==> config.mk <==
export PLATFORM = sky130hd
export DESIGN_NAME = supervisor_core
export DESIGN_NICKNAME = d
export VERILOG_FILES = /design/src/common/sup_pkg.sv /design/src/design/edge_watch.sv /design/src/design/period_timer.sv /design/src/design/supervisor_core.sv
export VERILOG_INCLUDE_DIRS = /design/src /design/src/common
export SDC_FILE = /design/constraint.sdc
export NUM_CORES = 1
export LEC_CHECK = 0
export ABC_AREA = 1
export BUFFER_PORTS_ARGS = -buffer_cell sky130_fd_sc_hd__buf_2
export CORE_MARGIN = 2
export CORE_UTILIZATION = 40
export CTS_CLUSTER_SIZE = 30
export DETAILED_ROUTE_END_ITERATION = 8
export GPL_TIMING_DRIVEN = 0
export PLACE_DENSITY = 0.57
export SLEW_MARGIN = 10
export SYNTH_ARGS = -nofsm -noshare
export SYNTH_HDL_FRONTEND = slang
export SYNTH_HIERARCHICAL = 1
export SYNTH_SLANG_ARGS = --single-unit
==> constraint.sdc <==
create_clock -name clock -period 3.1 [get_ports clock]
set_input_delay 0.31 -clock clock [delete_from_list [all_inputs] [get_ports clock]]
set_output_delay 0.31 -clock clock [all_outputs]
set_load 0.03 [all_outputs]
==> src/common/sup_regs.svh <==
// Constants of the supervisor control logic: timing, register map, event bits.
// Assumes a 20 MHz system clock; included by bare name.
`ifndef SUP_REGS_SVH
`define SUP_REGS_SVH

`define SUP_CLK_NS 50
`define SUP_POR_MS 50
`define SUP_SHORT_MS 100
`define SUP_LONG_MS 1600
`define SUP_MS_TO_CYC(ms) 32'((64'd1000000 * (ms)) / `SUP_CLK_NS)

`define SUP_EXT_NORMAL 32'd1024
`define SUP_EXT_FIRST 32'd4096
`define SUP_EXT_RESET 32'd512

`define SUP_ADDR_STATUS 4'h0
`define SUP_ADDR_MASK 4'h4
`define SUP_ADDR_LIVE 4'h8

`define SUP_EV_WARN 0
`define SUP_EV_DOG 1
`define SUP_EV_LOW 2
`define SUP_EV_BATT 3

`define SUP_RST_STATUS 4'h0
`define SUP_RST_MASK 4'h0
`define SUP_RST_RDATA 8'h00

`endif

==> src/common/sup_pkg.sv <==
// Types shared by the supervisor control logic.
// Assumes nothing beyond a SystemVerilog compiler.
package sup_pkg;

	typedef enum logic [2:0] {
		ST_HOLD = 3'b001,
		ST_STRETCH = 3'b010,
		ST_RUN = 3'b100
	} sup_state_t;

	typedef struct packed {
		logic on_battery;
		logic supply_low;
		logic warn_low;
	} afe_t;

	typedef struct packed {
		logic [3:0] addr;
		logic [7:0] wdata;
		logic wr;
		logic rd;
	} reg_req_t;

	typedef struct packed {
		sup_state_t st;
		logic ext_mode;
		logic first;
		logic dog_n;
		logic rst_n;
		logic rst_hi;
		logic low_n;
		logic warn_n;
		logic ce_n;
		logic batt;
		logic sl_prev;
		logic [3:0] status;
		logic [3:0] mask;
		logic [7:0] rdata;
	} core_t;

	typedef struct packed {
		logic [31:0] left;
	} timer_t;

	typedef struct packed {
		logic [1:0] prev;
		logic primed;
	} edge_t;

endpackage : sup_pkg

==> src/design/edge_watch.sv <==
// Transition detector for the kick pin and the external timebase pin.
// Assumes both inputs are already synchronous to clock.
`timescale 1ns/1ns
`default_nettype none
module edge_watch (
	input wire logic clock, // System clock
	input wire logic clk_en, // Freezes state while low
	input wire logic sys_rst, // Synchronous reset
	input wire logic [1:0] level, // Watched levels
	output logic [1:0] toggled, // Any transition this cycle
	output logic [1:0] rose // Rising transition this cycle
);
	import sup_pkg::*;

	edge_t s, n;

	// No edge is reported until a first sample is held
	genvar i;
	generate
		for (i = 0; i < 2; i++) begin : g_bit
			assign toggled[i] = s.primed & (level[i] ^ s.prev[i]);
			assign rose[i] = s.primed & level[i] & ~s.prev[i];
		end
	endgenerate

	always_comb begin
		n = s;
		n.prev = level;
		n.primed = 1'b1;
	end

	always_ff @(posedge clock) begin
		if (sys_rst) begin
			s <= '0;
		end else if (clk_en) begin
			s <= n;
		end
	end
endmodule : edge_watch
`default_nettype wire

==> src/design/period_timer.sv <==
// Down counter shared by the reset stretch and the watchdog period.
// Assumes the caller reloads it before relying on done.
`timescale 1ns/1ns
`default_nettype none
module period_timer (
	input wire logic clock, // System clock
	input wire logic clk_en, // Freezes state while low
	input wire logic sys_rst, // Synchronous reset
	input wire logic load, // Load a new period
	input wire logic [31:0] load_val, // Period in steps
	input wire logic step, // Count one step
	output logic done, // Period used up
	output logic [31:0] left // Steps remaining
);
	import sup_pkg::*;

	timer_t s, n;

	assign done = (s.left == 32'h0);
	assign left = s.left;

	always_comb begin
		n = s;
		if (load) begin
			n.left = load_val;
		end else if (step && !done) begin
			n.left = s.left - 32'h1;
		end
	end

	always_ff @(posedge clock) begin
		if (sys_rst) begin
			s <= '0;
		end else if (clk_en) begin
			s <= n;
		end
	end
endmodule : period_timer
`default_nettype wire

==> src/design/supervisor_core.sv <==
// Supervisor control logic: reset stretch, watchdog, warning and backup states.
// Assumes comparator results and pin levels arrive synchronous to clock.
//
// Function
// - Warning output goes low while the warning comparator reports below reference.
// - In backup mode reset_n is low, reset high and the low-line output low.
// - In backup mode watchdog status, gated enable and battery output are high, warning low.
// - In backup mode kick and timebase pins have no effect.
// - In backup mode the incoming chip enable is ignored and the gated enable stays high.
// - In backup mode the warning comparator has no effect on the warning output.
// - A floating kick input disables the watchdog entirely.
// - A low timebase select takes the watchdog period from the external oscillator.
// - With the external oscillator the period scales with its rate, as counted cycles.
// - A high timebase select uses the internal base, the timebase input picking the period.
// - With the internal base, reset stays asserted for 50 ms after the low-line input recovers.
// - A watchdog timeout drives the status low until the next kick transition or until low-line or backup mode.
// - Internal base gives 100 ms on a low input, else 1.6 s; the first period is 1.6 s.
// - While low-line is active the gated chip enable is forced high.
`timescale 1ns/1ns
`default_nettype none
`include "sup_regs.svh"
module supervisor_core #(
	parameter logic [31:0] POR_CYC = `SUP_MS_TO_CYC(`SUP_POR_MS), // Reset stretch
	parameter logic [31:0] SHORT_CYC = `SUP_MS_TO_CYC(`SUP_SHORT_MS), // Short period
	parameter logic [31:0] LONG_CYC = `SUP_MS_TO_CYC(`SUP_LONG_MS) // Long period
) (
	input wire logic clock, // 20 MHz system clock
	input wire logic clk_en, // Freezes all state while low
	input wire logic sys_rst, // Synchronous reset, active high
	input wire sup_pkg::afe_t afe, // Comparator and backup flags
	input wire logic dog_kick_in, // Watchdog kick level
	input wire logic dog_kick_float, // Kick pin seen undriven
	input wire logic timebase_select, // High: internal base
	input wire logic timebase_input, // Period pick or external oscillator
	input wire logic chip_en_in_n, // Incoming chip enable
	input wire sup_pkg::reg_req_t bus, // Register request
	output logic [7:0] rdata, // Read data, cycle after read
	output logic irq, // Unmasked event pending
	output logic reset_out_n, // Reset, active low
	output logic reset_out, // Reset, active high
	output logic low_line_out_n, // Low-line status
	output logic dog_expired_out_n, // Watchdog status
	output logic power_warn_out_n, // Power-fail warning
	output logic chip_en_out_n, // Gated chip enable
	output logic on_battery_out // Backup mode indication
);
	import sup_pkg::*;

	core_t s, n;

	logic [1:0] tog;
	logic [1:0] rise;
	logic t_load;
	logic [31:0] t_val;
	logic t_step;
	logic t_done;
	logic [31:0] t_left;
	logic in_down;
	logic ext_now;
	logic dog_bite;
	logic [3:0] evt;

	// Bit 0 is the kick pin, bit 1 the external oscillator
	edge_watch u_edges (
		.clock(clock),
		.clk_en(clk_en),
		.sys_rst(sys_rst),
		.level({timebase_input, dog_kick_in}),
		.toggled(tog),
		.rose(rise)
	);

	period_timer u_timer (
		.clock(clock),
		.clk_en(clk_en),
		.sys_rst(sys_rst),
		.load(t_load),
		.load_val(t_val),
		.step(t_step),
		.done(t_done),
		.left(t_left)
	);

	function automatic logic [31:0] first_val(input logic ext);
		first_val = ext ? `SUP_EXT_FIRST : LONG_CYC;
	endfunction : first_val

	function automatic logic [31:0] normal_val(input logic ext, input logic pick);
		if (ext) begin
			normal_val = `SUP_EXT_NORMAL;
		end else begin
			normal_val = pick ? LONG_CYC : SHORT_CYC;
		end
	endfunction : normal_val

	function automatic logic [31:0] stretch_val(input logic ext);
		stretch_val = ext ? `SUP_EXT_RESET : POR_CYC;
	endfunction : stretch_val

	assign in_down = afe.on_battery | afe.supply_low;
	assign ext_now = ~timebase_select;
	// One rising oscillator edge is one step; the capacitor sets its rate
	assign t_step = s.ext_mode ? rise[1] : 1'b1;

	assign rdata = s.rdata;
	assign irq = |(s.status & s.mask);
	assign reset_out_n = s.rst_n;
	assign reset_out = s.rst_hi;
	assign low_line_out_n = s.low_n;
	assign dog_expired_out_n = s.dog_n;
	assign power_warn_out_n = s.warn_n;
	assign chip_en_out_n = s.ce_n;
	assign on_battery_out = s.batt;

	always_comb begin
		n = s;
		t_load = 1'b0;
		t_val = 32'h0;
		dog_bite = 1'b0;
		evt = 4'h0;

		// Backup and low-line park the sequencer, so timebase pins are unused
		unique case (s.st)
			ST_HOLD: begin
				if (!in_down) begin
					n.st = ST_STRETCH;
					t_load = 1'b1;
					t_val = stretch_val(ext_now);
					n.ext_mode = ext_now;
				end
			end
			ST_STRETCH: begin
				if (in_down) begin
					n.st = ST_HOLD;
				end else if (t_done) begin
					n.st = ST_RUN;
					n.first = 1'b1;
					t_load = 1'b1;
					t_val = first_val(ext_now);
					n.ext_mode = ext_now;
				end
			end
			ST_RUN: begin
				if (in_down) begin
					n.st = ST_HOLD;
				end else if (dog_kick_float) begin
					// Reloading every cycle keeps the period from ever running out
					t_load = 1'b1;
					t_val = s.first ? first_val(ext_now) : normal_val(ext_now, timebase_input);
					n.ext_mode = ext_now;
				end else if (tog[0]) begin
					n.first = 1'b0;
					t_load = 1'b1;
					t_val = normal_val(ext_now, timebase_input);
					n.ext_mode = ext_now;
				end else if (t_done) begin
					dog_bite = 1'b1;
					n.st = ST_STRETCH;
					t_load = 1'b1;
					t_val = stretch_val(ext_now);
					n.ext_mode = ext_now;
				end
			end
		endcase

		// Status flag: low on a bite, high on a kick or low-line
		if (in_down) begin
			n.dog_n = 1'b1;
		end else if (dog_bite) begin
			n.dog_n = 1'b0;
		end else if (tog[0]) begin
			n.dog_n = 1'b1;
		end

		n.rst_n = (n.st == ST_RUN);
		n.rst_hi = (n.st != ST_RUN);
		n.low_n = ~in_down;
		// Comparator is dead in backup, so the warning is forced low
		n.warn_n = afe.on_battery ? 1'b0 : ~afe.warn_low;
		// Registered to keep outputs glitch free; costs one clock of latency
		n.ce_n = in_down ? 1'b1 : chip_en_in_n;
		n.batt = afe.on_battery;
		n.sl_prev = afe.supply_low;

		evt[`SUP_EV_WARN] = s.warn_n & ~n.warn_n & ~afe.on_battery;
		evt[`SUP_EV_DOG] = dog_bite;
		evt[`SUP_EV_LOW] = afe.supply_low & ~s.sl_prev;
		evt[`SUP_EV_BATT] = afe.on_battery & ~s.batt;

		// Set wins over a write-one clear in the same cycle
		n.status = s.status | evt;
		if (bus.wr && bus.addr == `SUP_ADDR_STATUS) begin
			n.status = (s.status & ~bus.wdata[3:0]) | evt;
		end
		if (bus.wr && bus.addr == `SUP_ADDR_MASK) begin
			n.mask = bus.wdata[3:0];
		end

		n.rdata = `SUP_RST_RDATA;
		if (bus.rd) begin
			unique case (bus.addr)
				`SUP_ADDR_STATUS: n.rdata = {4'h0, s.status};
				`SUP_ADDR_MASK: n.rdata = {4'h0, s.mask};
				`SUP_ADDR_LIVE: n.rdata = {s.st, s.first, s.ext_mode, s.dog_n, s.warn_n, s.rst_n};
				default: n.rdata = 8'h00;
			endcase
		end
	end

	always_ff @(posedge clock) begin
		if (sys_rst) begin
			s <= '0;
			s.st <= ST_HOLD;
			s.dog_n <= 1'b1;
			s.rst_hi <= 1'b1;
			s.warn_n <= 1'b1;
			s.ce_n <= 1'b1;
			s.status <= `SUP_RST_STATUS;
			s.mask <= `SUP_RST_MASK;
		end else if (clk_en) begin
			s <= n;
		end
	end

	chk_warn_follow: assert property (
		@(posedge clock) disable iff (sys_rst)
		(clk_en && !afe.on_battery) |=> (power_warn_out_n == !$past(afe.warn_low)))
		else $error("warning output does not follow comparator");

	chk_batt_reset: assert property (
		@(posedge clock) disable iff (sys_rst)
		(clk_en && afe.on_battery) |=> (!reset_out_n && reset_out && !low_line_out_n))
		else $error("reset outputs wrong in backup mode");

	chk_batt_levels: assert property (
		@(posedge clock) disable iff (sys_rst)
		(clk_en && afe.on_battery)
		|=> (dog_expired_out_n && chip_en_out_n && on_battery_out && !power_warn_out_n))
		else $error("status outputs wrong in backup mode");

	chk_batt_ignore: assert property (
		@(posedge clock) disable iff (sys_rst)
		(clk_en && afe.on_battery) [*2] |-> (s.st == ST_HOLD && !dog_bite && !t_load))
		else $error("pins acted on in backup mode");

	chk_batt_ce: assert property (
		@(posedge clock) disable iff (sys_rst)
		(clk_en && afe.on_battery && !chip_en_in_n) |=> chip_en_out_n)
		else $error("chip enable passed in backup mode");

	chk_batt_pfi: assert property (
		@(posedge clock) disable iff (sys_rst)
		(clk_en && afe.on_battery && !afe.warn_low) |=> !power_warn_out_n)
		else $error("comparator reached warning in backup mode");

	chk_float_quiet: assert property (
		@(posedge clock) disable iff (sys_rst)
		(clk_en && dog_kick_float && !in_down && s.st == ST_RUN)
		|=> (s.st == ST_RUN && reset_out_n))
		else $error("watchdog fired while kick floats");

	chk_ext_select: assert property (
		@(posedge clock) disable iff (sys_rst)
		(clk_en && t_load && !timebase_select) |=> s.ext_mode)
		else $error("external base not selected");

	chk_ext_scale: assert property (
		@(posedge clock) disable iff (sys_rst)
		(clk_en && s.st == ST_RUN && !in_down && !dog_kick_float && tog[0] && !timebase_select)
		|=> (t_left == `SUP_EXT_NORMAL))
		else $error("external period count wrong");

	chk_int_short: assert property (
		@(posedge clock) disable iff (sys_rst)
		(clk_en && s.st == ST_RUN && !in_down && !dog_kick_float && tog[0]
			&& timebase_select && !timebase_input)
		|=> (t_left == SHORT_CYC))
		else $error("internal short period wrong");

	chk_por_hold: assert property (
		@(posedge clock) disable iff (sys_rst)
		(clk_en && s.st == ST_HOLD && !in_down && timebase_select)
		|=> (s.st == ST_STRETCH && t_left == POR_CYC && !reset_out_n))
		else $error("power-on reset stretch wrong");

	chk_dog_status: assert property (
		@(posedge clock) disable iff (sys_rst)
		(clk_en && dog_bite) |=> (!dog_expired_out_n && !reset_out_n))
		else $error("timeout not shown on watchdog status");

	chk_first_long: assert property (
		@(posedge clock) disable iff (sys_rst)
		(clk_en && s.st == ST_STRETCH && t_done && !in_down && timebase_select)
		|=> (t_left == LONG_CYC && s.first && reset_out_n))
		else $error("first period after reset not long");

	chk_lowline_ce: assert property (
		@(posedge clock) disable iff (sys_rst)
		(clk_en && afe.supply_low) |=> chip_en_out_n)
		else $error("chip enable not gated on low line");

	chk_lowline_rst: assert property (
		@(posedge clock) disable iff (sys_rst)
		(clk_en && afe.supply_low) |=> (!reset_out_n && reset_out && !low_line_out_n))
		else $error("reset released during low line");

	chk_lowline_dog: assert property (
		@(posedge clock) disable iff (sys_rst)
		(clk_en && afe.supply_low) |=> dog_expired_out_n)
		else $error("watchdog status low during low line");

	chk_kick_clear: assert property (
		@(posedge clock) disable iff (sys_rst)
		(clk_en && !in_down && tog[0]) |=> dog_expired_out_n)
		else $error("kick did not clear watchdog status");

	chk_dog_hold: assert property (
		@(posedge clock) disable iff (sys_rst)
		(clk_en && !in_down && !tog[0] && !dog_expired_out_n) |=> !dog_expired_out_n)
		else $error("watchdog status cleared without kick");

	chk_dog_event: assert property (
		@(posedge clock) disable iff (sys_rst)
		(clk_en && dog_bite) |=> s.status[`SUP_EV_DOG])
		else $error("timeout event not latched");

	chk_ce_follow: assert property (
		@(posedge clock) disable iff (sys_rst)
		(clk_en && !in_down) |=> (chip_en_out_n == $past(chip_en_in_n)))
		else $error("chip enable not passed through");

	chk_float_armed: assert property (
		@(posedge clock) disable iff (sys_rst)
		(clk_en && dog_kick_float && !in_down && s.st == ST_RUN) |=> !t_done)
		else $error("watchdog period ran out while kick floats");

	// Idle zero keeps a stale word from being taken as a second answer
	chk_rdata_idle: assert property (
		@(posedge clock) disable iff (sys_rst)
		(clk_en && !bus.rd) |=> (rdata == `SUP_RST_RDATA))
		else $error("read data not idle");

	// A low enable must leave every flop of the core state untouched
	chk_freeze_hold: assert property (
		@(posedge clock) disable iff (sys_rst)
		!clk_en |=> $stable(s))
		else $error("state moved while clock enable low");

endmodule : supervisor_core
`default_nettype wire

After elaboration in Yosys (flattened, before gate mapping) --
Index checks and enable logic that the tools add are counted.
Word-level totals: bits of input ports 25, memory bits (read-only) 0, word-level logic and storage cells 119, memory bits (writable) 0, memories kept 0, output and inout bits 16, register bits after elaboration 64, latch bits 0
Operators by class: bitwise operators 22, $lt $le $gt $ge 0, $mul 0, equality and inequality tests 14, add/sub/neg operators 1, divide/modulo/power cells 0, shift operators 0, muxes and demuxes 50, reduce and logical (&&, ||, !) cells 15
Operators with widths (count):
- $mux 32 | 7
- $mux 25 | 4
- $pmux 32 s3 | 1
- $mux 20 | 3
- $logic_not 32->1 | 1
- $sub 32x1->32 const B | 1
- $pmux 8 s3 | 1
- $mux 1 | 20
- $mux 3 | 4
- $mux 4 | 3
- $pmux 4 s3 | 1
- $ne 2x2->1 const B | 5
- $and 4x4->4 | 2
- $mux 8 | 1
- $not 1->1 | 8
- $or 4x4->4 | 2
- $and 1x1->1 | 7
- $reduce_and 7->1 | 1
- $eq 3x3->1 const B | 2
- $reduce_and 2->1 | 3
- $reduce_and 6->1 | 1
- $mux 5 | 1
- $eq 4x3->1 const B | 1
- $eq 4x4->1 const B | 1
- other kinds (17) | 21

Depth between registers and ports, before layout --
depth in word-level cells 8, gate-level depth with buffers 20, gate-level depth less buffers 16

Cells and area by module --
The synthesis kept the hierarchy.
By module, submodules not included:
- period_timer | area each 2670.1 sq um, cells an instance 504, times used 1
- supervisor_core | area each 1757.9 sq um, cells an instance 270, times used 1
- edge_watch | area each 157.7 sq um, cells an instance 26, times used 1

Worst setup path before layout --
OpenSTA, ideal clock, no wires.
kind register to register, start point register u_timer.s (netlist bit u_timer/left[0]), end point register u_timer.s (netlist bit u_timer/left[2]), period minus slack after synthesis 2.653 ns, slack 0.447 ns, buffers on the path 5, library setup time 0.064 ns, cell stages (with the launch flop) 20, arrival time 2.589 ns, data required time 3.036 ns, path through dfxtp_1 inv_1 ha_1 nand2_1 nor2_2 buf_2 nand3_1 nor3_1 buf_2 nor2_1 o21ai_0 nand2_1 nand2_1 buf_2 inv_1 buf_2 buf_2 a31oi_1 nor2_1 nor2_1
On the way: cells in the longest elaborated chain, start to end 8
Ends and longest elaborated chain:
- from (decl) | RTL line period_timer.sv:17 | timer_t s, n;
- from (signal assigned) | RTL line period_timer.sv:35 | s <= n;
- $logic_not 32->1 * | RTL line period_timer.sv:19 | assign done = (s.left == 32'h0);
- net t_done | RTL line supervisor_core.sv:56 | logic t_done;
- $mux 1 * | RTL line supervisor_core.sv:135, supervisor_core.sv:156
- $mux 1 | RTL line supervisor_core.sv:151 | end else if (tog[0]) begin
- $mux 1 | RTL line supervisor_core.sv:146 | end else if (dog_kick_float) begin
- $mux 1 | RTL line supervisor_core.sv:144 | if (in_down) begin
- $pmux 1 s3 * | RTL line supervisor_core.sv:123 | unique case (s.st)
- net t_load | RTL line supervisor_core.sv:53 | logic t_load;
- $reduce_bool 2->1 (no source line)
- $reduce_and 2->1 (no source line)
The timed path passes the listed nets; every way through them passes the cells marked *. The select of a mux whose other input is x is not followed. A chain may end at the register's enable or synchronous reset.

Worst setup path after layout --
Same ends and word-level chain as after synthesis.

==> results.json <==
{
  "status": "complete, no violations",
  "port_buffers": 36,
  "tns_ps": 0,
  "multi_input_area_um2": 2786,
  "critPathKind": "register to register",
  "min_period_ps": 2882,
  "syn_avg_cell_area_um2": 5.745,
  "vias_per_cell": 4.997,
  "cts_buffers": 9,
  "grt_use_total_pct": 23.15,
  "vias": 5047,
  "crit_path_max_fanout": 10,
  "maxSlewViolCount": 0,
  "peakVddDrop_mv": 0.3170,
  "drc": 0,
  "ios": 41,
  "dp_slack_ps": -376.4,
  "fin_crit_sh_pct": 92.98,
  "fmax_ghz": 0.3469,
  "drtPass1Iterations": 5,
  "antenna_found_initial": 0,
  "rsz0062_at_grt": "no",
  "drtAntennaViolNets": 0,
  "wl_per_cell_um": 14.17,
  "core_um2": 11270,
  "crit_required_ps": 3380,
  "cts.sinks": 64,
  "ys_warn_count": 6,
  "drtIter0Drc": 308,
  "cts.path.max_buffers": 2,
  "initial_utilization_pct": 40.52,
  "die_h_um": 110.9,
  "netlist_instances": 795,
  "clock_latency_ps": 350,
  "rows": 39,
  "die-area_um2": 12290,
  "drive_above_1_share_pct": 13.96,
  "final-setup-viol-count": 0,
  "end_kind": "register",
  "root_buffer": "clkbuf_16",
  "area_growth_syn_to_layout_pct": 17.51,
  "cp-start-kind": "register",
  "p_leak_nw": 2.741,
  "crit_arrival_ps": 3170,
  "nFillCells": 1188,
  "grt_pass1_vias": 4709,
  "place_congestion": 0.9241,
  "grt_pass1_wl_um": 22960,
  "wl_um": 14310,
  "syn-cell-area_um2": 4567,
  "hpwlAfterDp_um": 10590,
  "hold_violations": 0,
  "htreeDepth": 3,
  "min_path_type": "input port to register",
  "worst_slack_ps": 217.7,
  "tightest_slew_ps": 608.6,
  "fin_skew_ps": 9.711,
  "final_util_pct": 47.61,
  "tritoncts": "yes",
  "grt_start_max_net_pins": 12,
  "p_per_area_nw_per_um2": 510.8,
  "relSlewSlack_pct": 59.43,
  "die_x_um": 110.9,
  "n_antenna_cell": 0,
  "clk_pin_slew_ps": 60,
  "grt_overflow_total": 0,
  "cap_violations": 0,
  "seqCellArea_um2": 1281,
  "ctsHoldBuffers": 0,
  "fin_nets": 888
}
## critical path, stage by stage, from the launching register on
cell	delay, ps
dfxtp_1	330
inv_2	100
ha_4	160
nand2_2	90
nor2_2	130
buf_6	120
nand3_1	80
nor3_2	250
buf_4	190
nor2_1	70
o21ai_1	190
nand2_1	70
nand2_1	70
buf_6	140
inv_1	100
buf_4	190
buf_4	200
a31oi_1	170
nor2_1	70
nor2_1	90
## stage by stage
| stage | instances | power, mW | hold WS (ps) | instance area [um^2] |
|---|---|---|---|---|
| floorplan | 809 | 1.472 | 382.4 | 4619 |
| finish | 1010 | 2.741 | 173.0 | 5366 |
| CTS | 1004 | 2.736 | 165.4 | 5300 |
| detailed placement | 988 | 1.661 | 447.2 | 4979 |
| global placement | 988 | 1.652 | 443.9 | 4979 |
| global route | 1010 | 2.895 | 194.2 | 5366 |
## metal layers
metal | wire, um | GRT usage [%] | share of wire, %
met1 | 6410 | 28.31 | 45
met2 | 6726 | 39.30 | 47
met3 | 675 | 3.445 | 4.7
met4 | 497 | 12.25 | 3.5
met5 | 0 | 0 | 0
## cell type report
type                    instances  share of cell area (%)
well taps                     143                   3.334
inverters                      82                   5.736
flip-flops and latches         64                   23.88
repair buffers                 42                   4.197
clock buffers                  13                   4.850
plain buffers                  39                   5.339
clock inverters                 3                  0.7461
multi-input cells             624                   51.92
## where the power goes
group,total [mW],internal [mW],switching (mW)
registers,0.942,0.881,0.0606
logic,0.739,0.245,0.494
clock network,1.06,0.664,0.396
total,2.74,1.79,0.950
## registers in the layout, summed over array words and instances, names as in the netlist
register	flops
power_warn_out_n	1
reset_out_n	1
s	14
reset_out	1
low_line_out_n	1
dog_expired_out_n	1
chip_en_out_n	1
on_battery_out	1
u_timer/left	32
rdata	8
u_edges/s	3
## path summary, 6_finish.rpt
check                                    start                             to  slack, ps  depth (start not counted)
setup / recovery  u_timer/left[0]$_SDFFE_PP0P_   u_timer/left[2]$_SDFFE_PP0P_        220                         19
hold / removal                          afe[0]  power_warn_out_n$_SDFFE_PP1P_        170                          2
setup reg to reg  u_timer/left[0]$_SDFFE_PP0P_   u_timer/left[2]$_SDFFE_PP0P_        220                         19
hold reg to reg             s[16]$_SDFFE_PP0P_             s[16]$_SDFFE_PP0P_        460                          2
## what timing repair did
action,in CTS,in global routing
buffers inserted,0,6
pin swaps,0,3
endpoints found under the hold margin,0,0
resized for setup,9,7
setup endpoints to repair,32,32
## placed cells by master, fill, tap and decap left out, drive strengths merged, types with 2 or more instances in the layout
cell	instances
a21oi	35
a31oi	3
buf	73
clkbuf	21
clkinv	2
conb	15
dfxtp	64
inv	82
nand2	261
nand3	89
nand3b	2
nand4	21
nor2	153
nor3	4
o21ai	30
or2	4
Note: power is estimated with default switching activity, not from simulation.
